==> config.mk <==
export PLATFORM = sky130hd
export DESIGN_NAME = pos_top
export DESIGN_NICKNAME = d
export VERILOG_FILES = /design/src/verilog/pos_detect.v /design/src/verilog/pos_top.v
export VERILOG_INCLUDE_DIRS = /design/src /design/src/verilog
export SDC_FILE = /design/constraint.sdc
export NUM_CORES = 1
export LEC_CHECK = 0
export ABC_CLOCK_PERIOD_IN_PS = 1920
export BUFFER_PORTS_ARGS = -buffer_cell sky130_fd_sc_hd__buf_4
export CAP_MARGIN = 20
export CORE_MARGIN = 4
export CORE_UTILIZATION = 35
export DETAILED_ROUTE_END_ITERATION = 16
export PLACE_DENSITY = 0.61
export SLEW_MARGIN = 15
export SYNTH_ARGS = -nofsm -noshare
export SYNTH_HDL_FRONTEND = slang
export SYNTH_SLANG_ARGS = --single-unit
==> constraint.sdc <==
create_clock -name MCLK -period 1.92 [get_ports MCLK]
set_input_delay 0.384 -clock MCLK [delete_from_list [all_inputs] [get_ports MCLK]]
set_output_delay 0.384 -clock MCLK [all_outputs]
set_load 0.02 [all_outputs]
==> src/verilog/pos_defs.vh <==
/*
  shared constants of the pwm output shutdown block: register byte offsets,
  field positions, reset values, detection mode codes and sampling counts.
  assumes inclusion by bare name from the design files and the bench of this block.
*/
`ifndef POS_DEFS_VH
`define POS_DEFS_VH

// register byte offsets, one aligned 32-bit word each
`define POS_OFS_IN_B 8'h00
`define POS_OFS_IN_C 8'h04
`define POS_OFS_SW_REQ 8'h08
`define POS_OFS_CH0_EN 8'h0c
`define POS_OFS_PAIR_EN 8'h10
`define POS_OFS_IN_ADE 8'h14
`define POS_OFS_OC 8'h18

// detection mode codes of a two-bit select field
`define POS_SEL_EDGE 2'h0
`define POS_SEL_DIV8 2'h1
`define POS_SEL_DIV16 2'h2
`define POS_SEL_DIV128 2'h3

// field positions
`define POS_F_SEL_LSB 0
`define POS_F_SEL_D_LSB 2
`define POS_F_SEL_E_LSB 4
`define POS_F_IRQ_EN 8
`define POS_F_C_FLOAT_EN 9
`define POS_F_FLAG 12
`define POS_F_FLAG_D 13
`define POS_F_FLAG_E 14
`define POS_F_OSC_FLAG 13

// software float request bits
`define POS_SW_CH34 0
`define POS_SW_CH67 1
`define POS_SW_CH0 2
`define POS_SW_PWM01 3
`define POS_SW_PWM23 4

// pair float enable bits
`define POS_PAIR_CH3_BD 0
`define POS_PAIR_CH4_AC 1
`define POS_PAIR_CH4_BD 2
`define POS_PAIR_CH6_BD 3
`define POS_PAIR_CH7_AC 4
`define POS_PAIR_CH7_BD 5

// reset values
`define POS_RST_SEL 2'h0
`define POS_RST_SW_REQ 5'h00
`define POS_RST_CH0_EN 4'h0
`define POS_RST_PAIR_EN 6'h00

// low-level sampling: consecutive low samples and clock dividers
`define POS_LOW_SAMPLES 16
`define POS_DIV_A 8
`define POS_DIV_B 16
`define POS_DIV_C 128

// axi response codes
`define POS_RESP_OKAY 2'h0
`define POS_RESP_SLVERR 2'h2

`endif

==> src/verilog/pos_detect.v <==
/*
  one fault input detector: falling edge or a run of consecutive low samples
  taken at one of three divided clock rates.
  assumes the pin level is already synchronised to the clock and the three
  sample ticks are one-cycle pulses from a shared prescaler.
*/
`timescale 1ns/100ps
`include "pos_defs.vh"

module pos_detect #(
  parameter SAMPLES = `POS_LOW_SAMPLES
) (
  input wire clk,
  input wire rst,
  input wire pin,
  input wire [1:0] sel,
  input wire tick_a,
  input wire tick_b,
  input wire tick_c,
  output wire hit
);

  reg pin_prev;
  reg [4:0] low_cnt;
  reg sample;

  // pick the sample tick for the selected rate
  always @* begin
    case (sel)
      `POS_SEL_DIV8: sample = tick_a;
      `POS_SEL_DIV16: sample = tick_b;
      `POS_SEL_DIV128: sample = tick_c;
      default: sample = 1'b0;
    endcase
  end

  // run counter saturates so the hit stays up while the pin stays low
  always @(posedge clk) begin
    if (rst) begin
      pin_prev <= 1'b1;
      low_cnt <= 5'h00;
    end else begin
      pin_prev <= pin;
      if (sel == `POS_SEL_EDGE)
        low_cnt <= 5'h00;
      else if (sample) begin
        if (pin)
          low_cnt <= 5'h00;
        else if (low_cnt != SAMPLES[4:0])
          low_cnt <= low_cnt + 5'h01;
      end
    end
  end

  assign hit = (sel == `POS_SEL_EDGE) ? (pin_prev & ~pin) : (low_cnt == SAMPLES[4:0]);

endmodule // pos_detect

==> src/verilog/pos_top.v <==
/*
  pwm output shutdown block with an axi4-lite register slave. five active-low
  fault pins, an oscillator stop input, complementary output comparison and
  software requests drive registered float outputs toward the timer pins.
  assumes one clock, synchronous active-high reset, fault pins asynchronous
  to the clock, and the stop and level inputs coming from logic on the clock.
*/
// Our own choices: the register addresses and the AXI4-Lite slave port.
`timescale 1ns/100ps
`include "pos_defs.vh"

module pos_top #(
  parameter NPAIR = 6
) (
  input wire MCLK,
  input wire RESET,
  input wire [7:0] AWADDR,
  input wire AWVALID,
  output reg AWREADY,
  input wire [31:0] WDATA,
  input wire [3:0] WSTRB,
  input wire WVALID,
  output reg WREADY,
  output reg [1:0] BRESP,
  output reg BVALID,
  input wire BREADY,
  input wire [7:0] ARADDR,
  input wire ARVALID,
  output reg ARREADY,
  output reg [31:0] RDATA,
  output reg [1:0] RRESP,
  output reg RVALID,
  input wire RREADY,
  input wire FAULT_IN_A_N,
  input wire FAULT_IN_B_N,
  input wire FAULT_IN_C_N,
  input wire FAULT_IN_D_N,
  input wire FAULT_IN_E_N,
  input wire OSC_STOP,
  input wire [NPAIR-1:0] PAIR_POS_ACTIVE,
  input wire [NPAIR-1:0] PAIR_NEG_ACTIVE,
  output reg [3:0] CH0_FLOAT,
  output reg [5:0] PAIR_FLOAT,
  output reg [3:0] PWM_FLOAT,
  output reg IRQ
);

  // set wins over a clear that lands in the same cycle
  function flag_next;
    input flag;
    input set;
    input clr;
    begin
      flag_next = set | (flag & ~clr);
    end
  endfunction

  // known offsets only; anything else answers with an error
  function mapped;
    input [7:0] a;
    begin
      mapped = (a == `POS_OFS_IN_B) | (a == `POS_OFS_IN_C) | (a == `POS_OFS_SW_REQ) |
               (a == `POS_OFS_CH0_EN) | (a == `POS_OFS_PAIR_EN) | (a == `POS_OFS_IN_ADE) |
               (a == `POS_OFS_OC);
    end
  endfunction

  reg [4:0] pin_meta;
  reg [4:0] pin_sync;
  reg [6:0] pre;
  reg [1:0] sel_a;
  reg [1:0] sel_b;
  reg [1:0] sel_c;
  reg [1:0] sel_d;
  reg [1:0] sel_e;
  reg flag_a;
  reg flag_b;
  reg flag_c;
  reg flag_d;
  reg flag_e;
  reg flag_osc;
  reg flag_oc;
  reg b_irq_en;
  reg group3_irq_en;
  reg ade_irq_en;
  reg oc_irq_en;
  reg in_c_float_en;
  reg [4:0] sw_req;
  reg [3:0] ch0_en;
  reg [5:0] pair_en;
  reg aw_full;
  reg w_full;
  reg [7:0] waddr;
  reg [31:0] wdata;
  reg [3:0] wstrb;
  reg [31:0] rd_word;
  wire [4:0] hit;
  wire [9:0] sel_all;
  wire tick_a;
  wire tick_b;
  wire tick_c;
  wire do_write;
  wire lane0;
  wire lane1;
  wire clr_a;
  wire clr_b;
  wire clr_c;
  wire clr_d;
  wire clr_e;
  wire clr_osc;
  wire clr_oc;
  wire both_active;
  wire grp_ch34;
  wire grp_ch67;
  wire grp_ch0;
  wire grp_pwm01;
  wire grp_pwm23;

  // two flops on every fault pin; only the second stage is read
  always @(posedge MCLK) begin
    if (RESET) begin
      pin_meta <= 5'h1f;
      pin_sync <= 5'h1f;
    end else begin
      pin_meta <= {FAULT_IN_E_N, FAULT_IN_D_N, FAULT_IN_C_N, FAULT_IN_B_N, FAULT_IN_A_N};
      pin_sync <= pin_meta;
    end
  end

  // shared prescaler keeps the three sample rates phase locked
  always @(posedge MCLK) begin
    if (RESET)
      pre <= 7'h00;
    else
      pre <= pre + 7'h01;
  end

  assign tick_a = (pre[2:0] == (`POS_DIV_A - 1));
  assign tick_b = (pre[3:0] == (`POS_DIV_B - 1));
  assign tick_c = (pre == (`POS_DIV_C - 1));
  assign sel_all = {sel_e, sel_d, sel_c, sel_b, sel_a};

  // one detector per fault pin
  genvar gi;
  generate
    for (gi = 0; gi < 5; gi = gi + 1) begin : g_det
      pos_detect #(
        .SAMPLES(`POS_LOW_SAMPLES)
      ) u_det (
        .clk(MCLK),
        .rst(RESET),
        .pin(pin_sync[gi]),
        .sel(sel_all[2*gi+1:2*gi]),
        .tick_a(tick_a),
        .tick_b(tick_b),
        .tick_c(tick_c),
        .hit(hit[gi])
      );
    end
  endgenerate

  // write address channel, held until the response is taken
  always @(posedge MCLK) begin
    if (RESET) begin
      AWREADY <= 1'b0;
      aw_full <= 1'b0;
      waddr <= 8'h00;
    end else if (AWVALID & AWREADY) begin
      AWREADY <= 1'b0;
      aw_full <= 1'b1;
      waddr <= {AWADDR[7:2], 2'b00};
    end else if (do_write) begin
      aw_full <= 1'b0;
    end else if (~aw_full & ~BVALID) begin
      AWREADY <= 1'b1;
    end
  end

  // write data channel, taken independently of the address
  always @(posedge MCLK) begin
    if (RESET) begin
      WREADY <= 1'b0;
      w_full <= 1'b0;
      wdata <= 32'h00000000;
      wstrb <= 4'h0;
    end else if (WVALID & WREADY) begin
      WREADY <= 1'b0;
      w_full <= 1'b1;
      wdata <= WDATA;
      wstrb <= WSTRB;
    end else if (do_write) begin
      w_full <= 1'b0;
    end else if (~w_full & ~BVALID) begin
      WREADY <= 1'b1;
    end
  end

  assign do_write = aw_full & w_full & ~BVALID;

  // response one cycle after both halves are held
  always @(posedge MCLK) begin
    if (RESET) begin
      BVALID <= 1'b0;
      BRESP <= `POS_RESP_OKAY;
    end else if (do_write) begin
      BVALID <= 1'b1;
      BRESP <= mapped(waddr) ? `POS_RESP_OKAY : `POS_RESP_SLVERR;
    end else if (BVALID & BREADY) begin
      BVALID <= 1'b0;
    end
  end

  assign lane0 = do_write & wstrb[0];
  assign lane1 = do_write & wstrb[1];

  // flags clear on a written zero in their lane, keep on a written one
  assign clr_b = lane1 & (waddr == `POS_OFS_IN_B) & ~wdata[`POS_F_FLAG];
  assign clr_c = lane1 & (waddr == `POS_OFS_IN_C) & ~wdata[`POS_F_FLAG];
  assign clr_a = lane1 & (waddr == `POS_OFS_IN_ADE) & ~wdata[`POS_F_FLAG];
  assign clr_d = lane1 & (waddr == `POS_OFS_IN_ADE) & ~wdata[`POS_F_FLAG_D];
  assign clr_e = lane1 & (waddr == `POS_OFS_IN_ADE) & ~wdata[`POS_F_FLAG_E];
  assign clr_oc = lane1 & (waddr == `POS_OFS_OC) & ~wdata[`POS_F_FLAG];
  assign clr_osc = lane1 & (waddr == `POS_OFS_OC) & ~wdata[`POS_F_OSC_FLAG];

  assign both_active = |(PAIR_POS_ACTIVE & PAIR_NEG_ACTIVE);

  // control fields written by software
  always @(posedge MCLK) begin
    if (RESET) begin
      sel_a <= `POS_RST_SEL;
      sel_b <= `POS_RST_SEL;
      sel_c <= `POS_RST_SEL;
      sel_d <= `POS_RST_SEL;
      sel_e <= `POS_RST_SEL;
      b_irq_en <= 1'b0;
      group3_irq_en <= 1'b0;
      ade_irq_en <= 1'b0;
      oc_irq_en <= 1'b0;
      in_c_float_en <= 1'b0;
      sw_req <= `POS_RST_SW_REQ;
      ch0_en <= `POS_RST_CH0_EN;
      pair_en <= `POS_RST_PAIR_EN;
    end else begin
      if (lane0 & (waddr == `POS_OFS_IN_B))
        sel_b <= wdata[`POS_F_SEL_LSB+1:`POS_F_SEL_LSB];
      if (lane0 & (waddr == `POS_OFS_IN_C))
        sel_c <= wdata[`POS_F_SEL_LSB+1:`POS_F_SEL_LSB];
      if (lane0 & (waddr == `POS_OFS_IN_ADE)) begin
        sel_a <= wdata[`POS_F_SEL_LSB+1:`POS_F_SEL_LSB];
        sel_d <= wdata[`POS_F_SEL_D_LSB+1:`POS_F_SEL_D_LSB];
        sel_e <= wdata[`POS_F_SEL_E_LSB+1:`POS_F_SEL_E_LSB];
      end
      if (lane1 & (waddr == `POS_OFS_IN_B))
        b_irq_en <= wdata[`POS_F_IRQ_EN];
      if (lane1 & (waddr == `POS_OFS_IN_C)) begin
        group3_irq_en <= wdata[`POS_F_IRQ_EN];
        in_c_float_en <= wdata[`POS_F_C_FLOAT_EN];
      end
      if (lane1 & (waddr == `POS_OFS_IN_ADE))
        ade_irq_en <= wdata[`POS_F_IRQ_EN];
      if (lane1 & (waddr == `POS_OFS_OC))
        oc_irq_en <= wdata[`POS_F_IRQ_EN];
      if (lane0 & (waddr == `POS_OFS_SW_REQ))
        sw_req <= wdata[4:0];
      if (lane0 & (waddr == `POS_OFS_CH0_EN))
        ch0_en <= wdata[3:0];
      if (lane0 & (waddr == `POS_OFS_PAIR_EN))
        pair_en <= wdata[5:0];
    end
  end

  // sticky cause flags; a still-present cause sets again over the clear
  always @(posedge MCLK) begin
    if (RESET) begin
      flag_a <= 1'b0;
      flag_b <= 1'b0;
      flag_c <= 1'b0;
      flag_d <= 1'b0;
      flag_e <= 1'b0;
      flag_osc <= 1'b0;
      flag_oc <= 1'b0;
    end else begin
      flag_a <= flag_next(flag_a, hit[0], clr_a);
      flag_b <= flag_next(flag_b, hit[1], clr_b);
      flag_c <= flag_next(flag_c, hit[2], clr_c);
      flag_d <= flag_next(flag_d, hit[3], clr_d);
      flag_e <= flag_next(flag_e, hit[4], clr_e);
      flag_osc <= flag_next(flag_osc, OSC_STOP, clr_osc);
      flag_oc <= flag_next(flag_oc, both_active, clr_oc);
    end
  end

  assign grp_ch34 = sw_req[`POS_SW_CH34] | flag_a | flag_b | flag_osc | flag_oc;
  assign grp_ch67 = sw_req[`POS_SW_CH67] | flag_a | flag_osc;
  assign grp_ch0 = sw_req[`POS_SW_CH0] | (flag_c & in_c_float_en) | flag_osc;
  assign grp_pwm01 = sw_req[`POS_SW_PWM01] | flag_d | flag_osc;
  assign grp_pwm23 = sw_req[`POS_SW_PWM23] | flag_e | flag_osc;

  // float outputs are registered so the pins never see decode glitches
  always @(posedge MCLK) begin
    if (RESET) begin
      CH0_FLOAT <= 4'h0;
      PAIR_FLOAT <= 6'h00;
      PWM_FLOAT <= 4'h0;
    end else begin
      CH0_FLOAT <= ch0_en & {4{grp_ch0}};
      PAIR_FLOAT[`POS_PAIR_CH3_BD] <= pair_en[`POS_PAIR_CH3_BD] & grp_ch34;
      PAIR_FLOAT[`POS_PAIR_CH4_AC] <= pair_en[`POS_PAIR_CH4_AC] & grp_ch34;
      PAIR_FLOAT[`POS_PAIR_CH4_BD] <= pair_en[`POS_PAIR_CH4_BD] & grp_ch34;
      PAIR_FLOAT[`POS_PAIR_CH6_BD] <= pair_en[`POS_PAIR_CH6_BD] & grp_ch67;
      PAIR_FLOAT[`POS_PAIR_CH7_AC] <= pair_en[`POS_PAIR_CH7_AC] & grp_ch67;
      PAIR_FLOAT[`POS_PAIR_CH7_BD] <= pair_en[`POS_PAIR_CH7_BD] & grp_ch67;
      // pwm 0 to 2 follow the channel 3/4 software bit and comparison too
      PWM_FLOAT[0] <= grp_pwm01 | sw_req[`POS_SW_CH34] | flag_oc;
      PWM_FLOAT[1] <= grp_pwm01 | sw_req[`POS_SW_CH34] | flag_oc;
      PWM_FLOAT[2] <= grp_pwm23 | sw_req[`POS_SW_CH34] | flag_oc;
      PWM_FLOAT[3] <= grp_pwm23;
    end
  end

  always @(posedge MCLK) begin
    if (RESET)
      IRQ <= 1'b0;
    else
      IRQ <= (flag_c & group3_irq_en) | (flag_b & b_irq_en) |
             ((flag_a | flag_d | flag_e) & ade_irq_en) | (flag_oc & oc_irq_en);
  end

  // read word assembly; unused bits read zero
  always @* begin
    rd_word = 32'h00000000;
    case ({ARADDR[7:2], 2'b00})
      `POS_OFS_IN_B: begin
        rd_word[`POS_F_SEL_LSB+1:`POS_F_SEL_LSB] = sel_b;
        rd_word[`POS_F_IRQ_EN] = b_irq_en;
        rd_word[`POS_F_FLAG] = flag_b;
      end
      `POS_OFS_IN_C: begin
        rd_word[`POS_F_SEL_LSB+1:`POS_F_SEL_LSB] = sel_c;
        rd_word[`POS_F_IRQ_EN] = group3_irq_en;
        rd_word[`POS_F_C_FLOAT_EN] = in_c_float_en;
        rd_word[`POS_F_FLAG] = flag_c;
      end
      `POS_OFS_SW_REQ: rd_word[4:0] = sw_req;
      `POS_OFS_CH0_EN: rd_word[3:0] = ch0_en;
      `POS_OFS_PAIR_EN: rd_word[5:0] = pair_en;
      `POS_OFS_IN_ADE: begin
        rd_word[`POS_F_SEL_LSB+1:`POS_F_SEL_LSB] = sel_a;
        rd_word[`POS_F_SEL_D_LSB+1:`POS_F_SEL_D_LSB] = sel_d;
        rd_word[`POS_F_SEL_E_LSB+1:`POS_F_SEL_E_LSB] = sel_e;
        rd_word[`POS_F_IRQ_EN] = ade_irq_en;
        rd_word[`POS_F_FLAG] = flag_a;
        rd_word[`POS_F_FLAG_D] = flag_d;
        rd_word[`POS_F_FLAG_E] = flag_e;
      end
      `POS_OFS_OC: begin
        rd_word[`POS_F_IRQ_EN] = oc_irq_en;
        rd_word[`POS_F_FLAG] = flag_oc;
        rd_word[`POS_F_OSC_FLAG] = flag_osc;
      end
      default: rd_word = 32'h00000000;
    endcase
  end

  // read channel: data registered at the address handshake
  always @(posedge MCLK) begin
    if (RESET) begin
      ARREADY <= 1'b0;
      RVALID <= 1'b0;
      RDATA <= 32'h00000000;
      RRESP <= `POS_RESP_OKAY;
    end else if (ARVALID & ARREADY) begin
      ARREADY <= 1'b0;
      RVALID <= 1'b1;
      RDATA <= rd_word;
      RRESP <= mapped({ARADDR[7:2], 2'b00}) ? `POS_RESP_OKAY : `POS_RESP_SLVERR;
    end else if (RVALID & RREADY) begin
      RVALID <= 1'b0;
    end else if (~RVALID) begin
      ARREADY <= 1'b1;
    end
  end

endmodule // pos_top

==> impl_metrics.json <==
{
  "synth_seq_cells": 137,
  "final_cells": 1039,
  "fp-row-count": 48,
  "pin_count": 133,
  "maxCapViolCount": 0,
  "powerDensity_nw_per_um2": 908,
  "syn_to_final_growth_pct": 23.0,
  "min_from": "FAULT_IN_A_N",
  "synthTopCellsByCount": "dfxtp_1, nor2_1, nand2_1, a21oi_1, mux2i_1",
  "cts_buffer_depth": 2,
  "first_iter_violations": 362,
  "fin_skew_ns": 0.00818,
  "initial_core_util": 0.358,
  "place_congestion": 0.869,
  "n_fill_cell": 1778,
  "drc": 0,
  "ant_nets": 0,
  "fin_crit_ns": 1.77,
  "status": "completed",
  "clkTransAtPathRegs_ns": 0.07,
  "rsz0062_at_grt": "false",
  "slew_headroom": 0.570,
  "routed_via_density": 5.05,
  "grt_first_pass_wirelength_um": 24200,
  "finalCritPeriodShare": 0.923,
  "min_path_type": "input port to flip-flop",
  "placed_cells": 1007,
  "crit_start": "pre[0]$_SDFF_PP0_",
  "nets": 890,
  "grt_start_max_net_pins": 52,
  "yosys.cell_types.count": 59,
  "synth.top_cell.area_share": 0.441,
  "hold_viol_final": 0,
  "critical_path.max_stage_delay_ns": 0.35,
  "muxShareOfSynthArea": 0.0569,
  "async_reset_ff_frac": 0,
  "critical_path_class": "flip-flop to flip-flop",
  "die_h_um": 141,
  "synth_compound_area_frac": 0.161,
  "hold_depth": 2,
  "irDropWorstVdd_mv": 0.657,
  "tns_ns": 0,
  "tightestPinTransition_ns": 0.645,
  "ys_seq_area_frac": 0.441,
  "drive_above_1_share": 0.200,
  "synthSimpleGateAreaFrac": 0.248,
  "synth_top_area_cell": "dfxtp_1",
  "clk_latency_ns": 0.42,
  "dieWidth_um": 141,
  "synth_area_per_cell_um2": 8.67,
  "grt_pass1_vias": 4776,
  "synthTopCellsByArea": "dfxtp_1, mux2i_1, nor2_1",
  "worstReg2RegStart": "pre[0]$_SDFF_PP0_",
  "cts-root-buf": "clkbuf_16",
  "synth_fa_ha_area_frac": 0.0241,
  "power_w": 0.00695,
  "worstPathRequired_ns": 2.27,
  "cts_tree": "built",
  "setup_viol": 0,
  "critPathArrivalTime_ns": 2.13,
  "synthCells": 717,
  "insertedDiodeCount": 0,
  "cp_top_family": "compound AO/OA/AOI/OAI gates",
  "synth_warnings": 0,
  "timing.fmax_ghz": 0.564,
  "antenna_found_initial": 0,
  "synth_edf_count": 0,
  "path_depth": 6,
  "wl_per_cell_um": 14.5,
  "cp_slowest_cell": "dfxtp_1",
  "cp_max_fo": 6,
  "cts_htree_levels": 4,
  "wl_um": 15000,
  "synth_most_common_cell": "dfxtp_1",
  "drv_slew": 0,
  "synth_xor_area_frac": 0.00563,
  "dieArea_um2": 20000,
  "start_kind": "flip-flop",
  "p_leak_nw": 3.24,
  "ff2ff_path_depth": 6,
  "final_core_util": 0.441,
  "synth_top_family_by_area": "simple AND/OR/NAND/NOR gates",
  "synth_ff_type": "dfxtp_1",
  "detail_route.first_pass.iterations": 5,
  "postCtsSetupBuffers": 0,
  "cp-end-kind": "flip-flop",
  "netlist_area_um2": 6220,
  "globalRoute.totalOverflow": 0,
  "port_buffers": 82,
  "dp_hpwl_um": 11000,
  "rrSetupSlack_ns": 0.15,
  "vias": 5249,
  "path_buf_inv": 1,
  "cp_cell_sequence": "ha_1 -> buf_4 -> and4_1 -> a21boi_0 -> o21ai_0 -> o22ai_1",
  "fp.coreArea_um2": 17400,
  "clock-sinks": 137,
  "track_usage": 0.151,
  "cts-buffers-inserted": 17
}
==> metal layers <==
layer  track usage  vias to the layer above  share of wire
li1              -                     2670              -
met1         0.215                     2410           0.49
met2         0.220                      151           0.44
met3        0.0388                       18          0.060
met4        0.0566                        0          0.018
met5             0                        -              0
==> worst paths after layout <==
path | to
setup / recovery | g_det[1].u_det.low_cnt[2]$_SDFFE_PP0P_
hold / removal | pin_meta[0]$_SDFF_PP1_
setup reg to reg | g_det[1].u_det.low_cnt[2]$_SDFFE_PP0P_
hold reg to reg | pin_sync[0]$_SDFF_PP1_
==> state kept, by name, summed over array words and instances (netlist names), 5 cells and up <==
name and cells:
sw_req 5, pre 7, waddr 6, g_det.u_det.pin_prev 5, pair_en 6, g_det.u_det.low_cnt 25
wdata 11, pin_meta 5, pin_sync 5, RDATA 11, PAIR_FLOAT 6
==> power breakdown <==
group | total [W] | internal, W | leakage [nW] | switching (W)
Combinational | 0.000424 | 0.000181 | 1.82 | 0.000244
Sequential | 0.00299 | 0.00291 | 1.11 | 0.0000769
Clock | 0.00353 | 0.00221 | 0.308 | 0.00133
Total | 0.00695 | 0.00530 | 3.24 | 0.00165
==> layout by cell type, fill, tap and decap left out, drive strengths merged, types with 6 or more instances in the layout <==
| master | instances |
|---|---|
| a21oi | 53 |
| nand4 | 6 |
| o21ai | 29 |
| conb | 23 |
| nor2 | 79 |
| and2 | 12 |
| ha | 12 |
| nor2b | 10 |
| nor3 | 15 |
| a31oi | 6 |
| inv | 31 |
| nand2 | 72 |
| and3 | 9 |
| o211ai | 6 |
| clkbuf | 17 |
| nand3b | 12 |
| mux2i | 32 |
| dfxtp | 137 |
| nor4bb | 6 |
| o22ai | 13 |
| a22oi | 18 |
| buf | 95 |
| nand3 | 22 |
| or2 | 22 |
==> cell families (layout without fill, tap and decap cells) <==
family / after synthesis / count (layout)
adders and majority gates: 12 / 12
muxes: 35 / 35
other: 1 / 23
xor gates and xnor gates: 4 / 4
AOI/OAI and AO/OA: 159 / 159
and+or+nand+nor: 293 / 293
buffers and inverters: 76 / 151
DFF: 137 / 137
==> through the flow <==
stage               area [µm²]  setup WS [ns]  hold WS, ns
floorplan                 6300          0.357        0.389
global placement          7010          0.177        0.392
detailed placement        7010          0.154        0.395
CTS                       7650          0.146        0.127
global route              7650         0.0104        0.127
finish                    7650          0.148        0.148
==> repair_timing <==
action                     CTS  global route
gates resized for setup      0             2
hold buffers                 0             0
setup endpoints to repair    0             7
==> cell type report <==
| type | count | area [µm²] | share of cell area |
|---|---|---|---|
| Timing Repair Buffer | 95 | 726 | 0.0949 |
| Inverter | 24 | 90.1 | 0.0118 |
| Clock inverter | 15 | 213 | 0.0278 |
| Tap cell | 225 | 282 | 0.0368 |
| Sequential cell | 137 | 2740 | 0.359 |
| Multi-Input combinational cell | 526 | 3170 | 0.415 |
| Clock buffer | 17 | 425 | 0.0556 |
(Power assumes the default switching activity.)
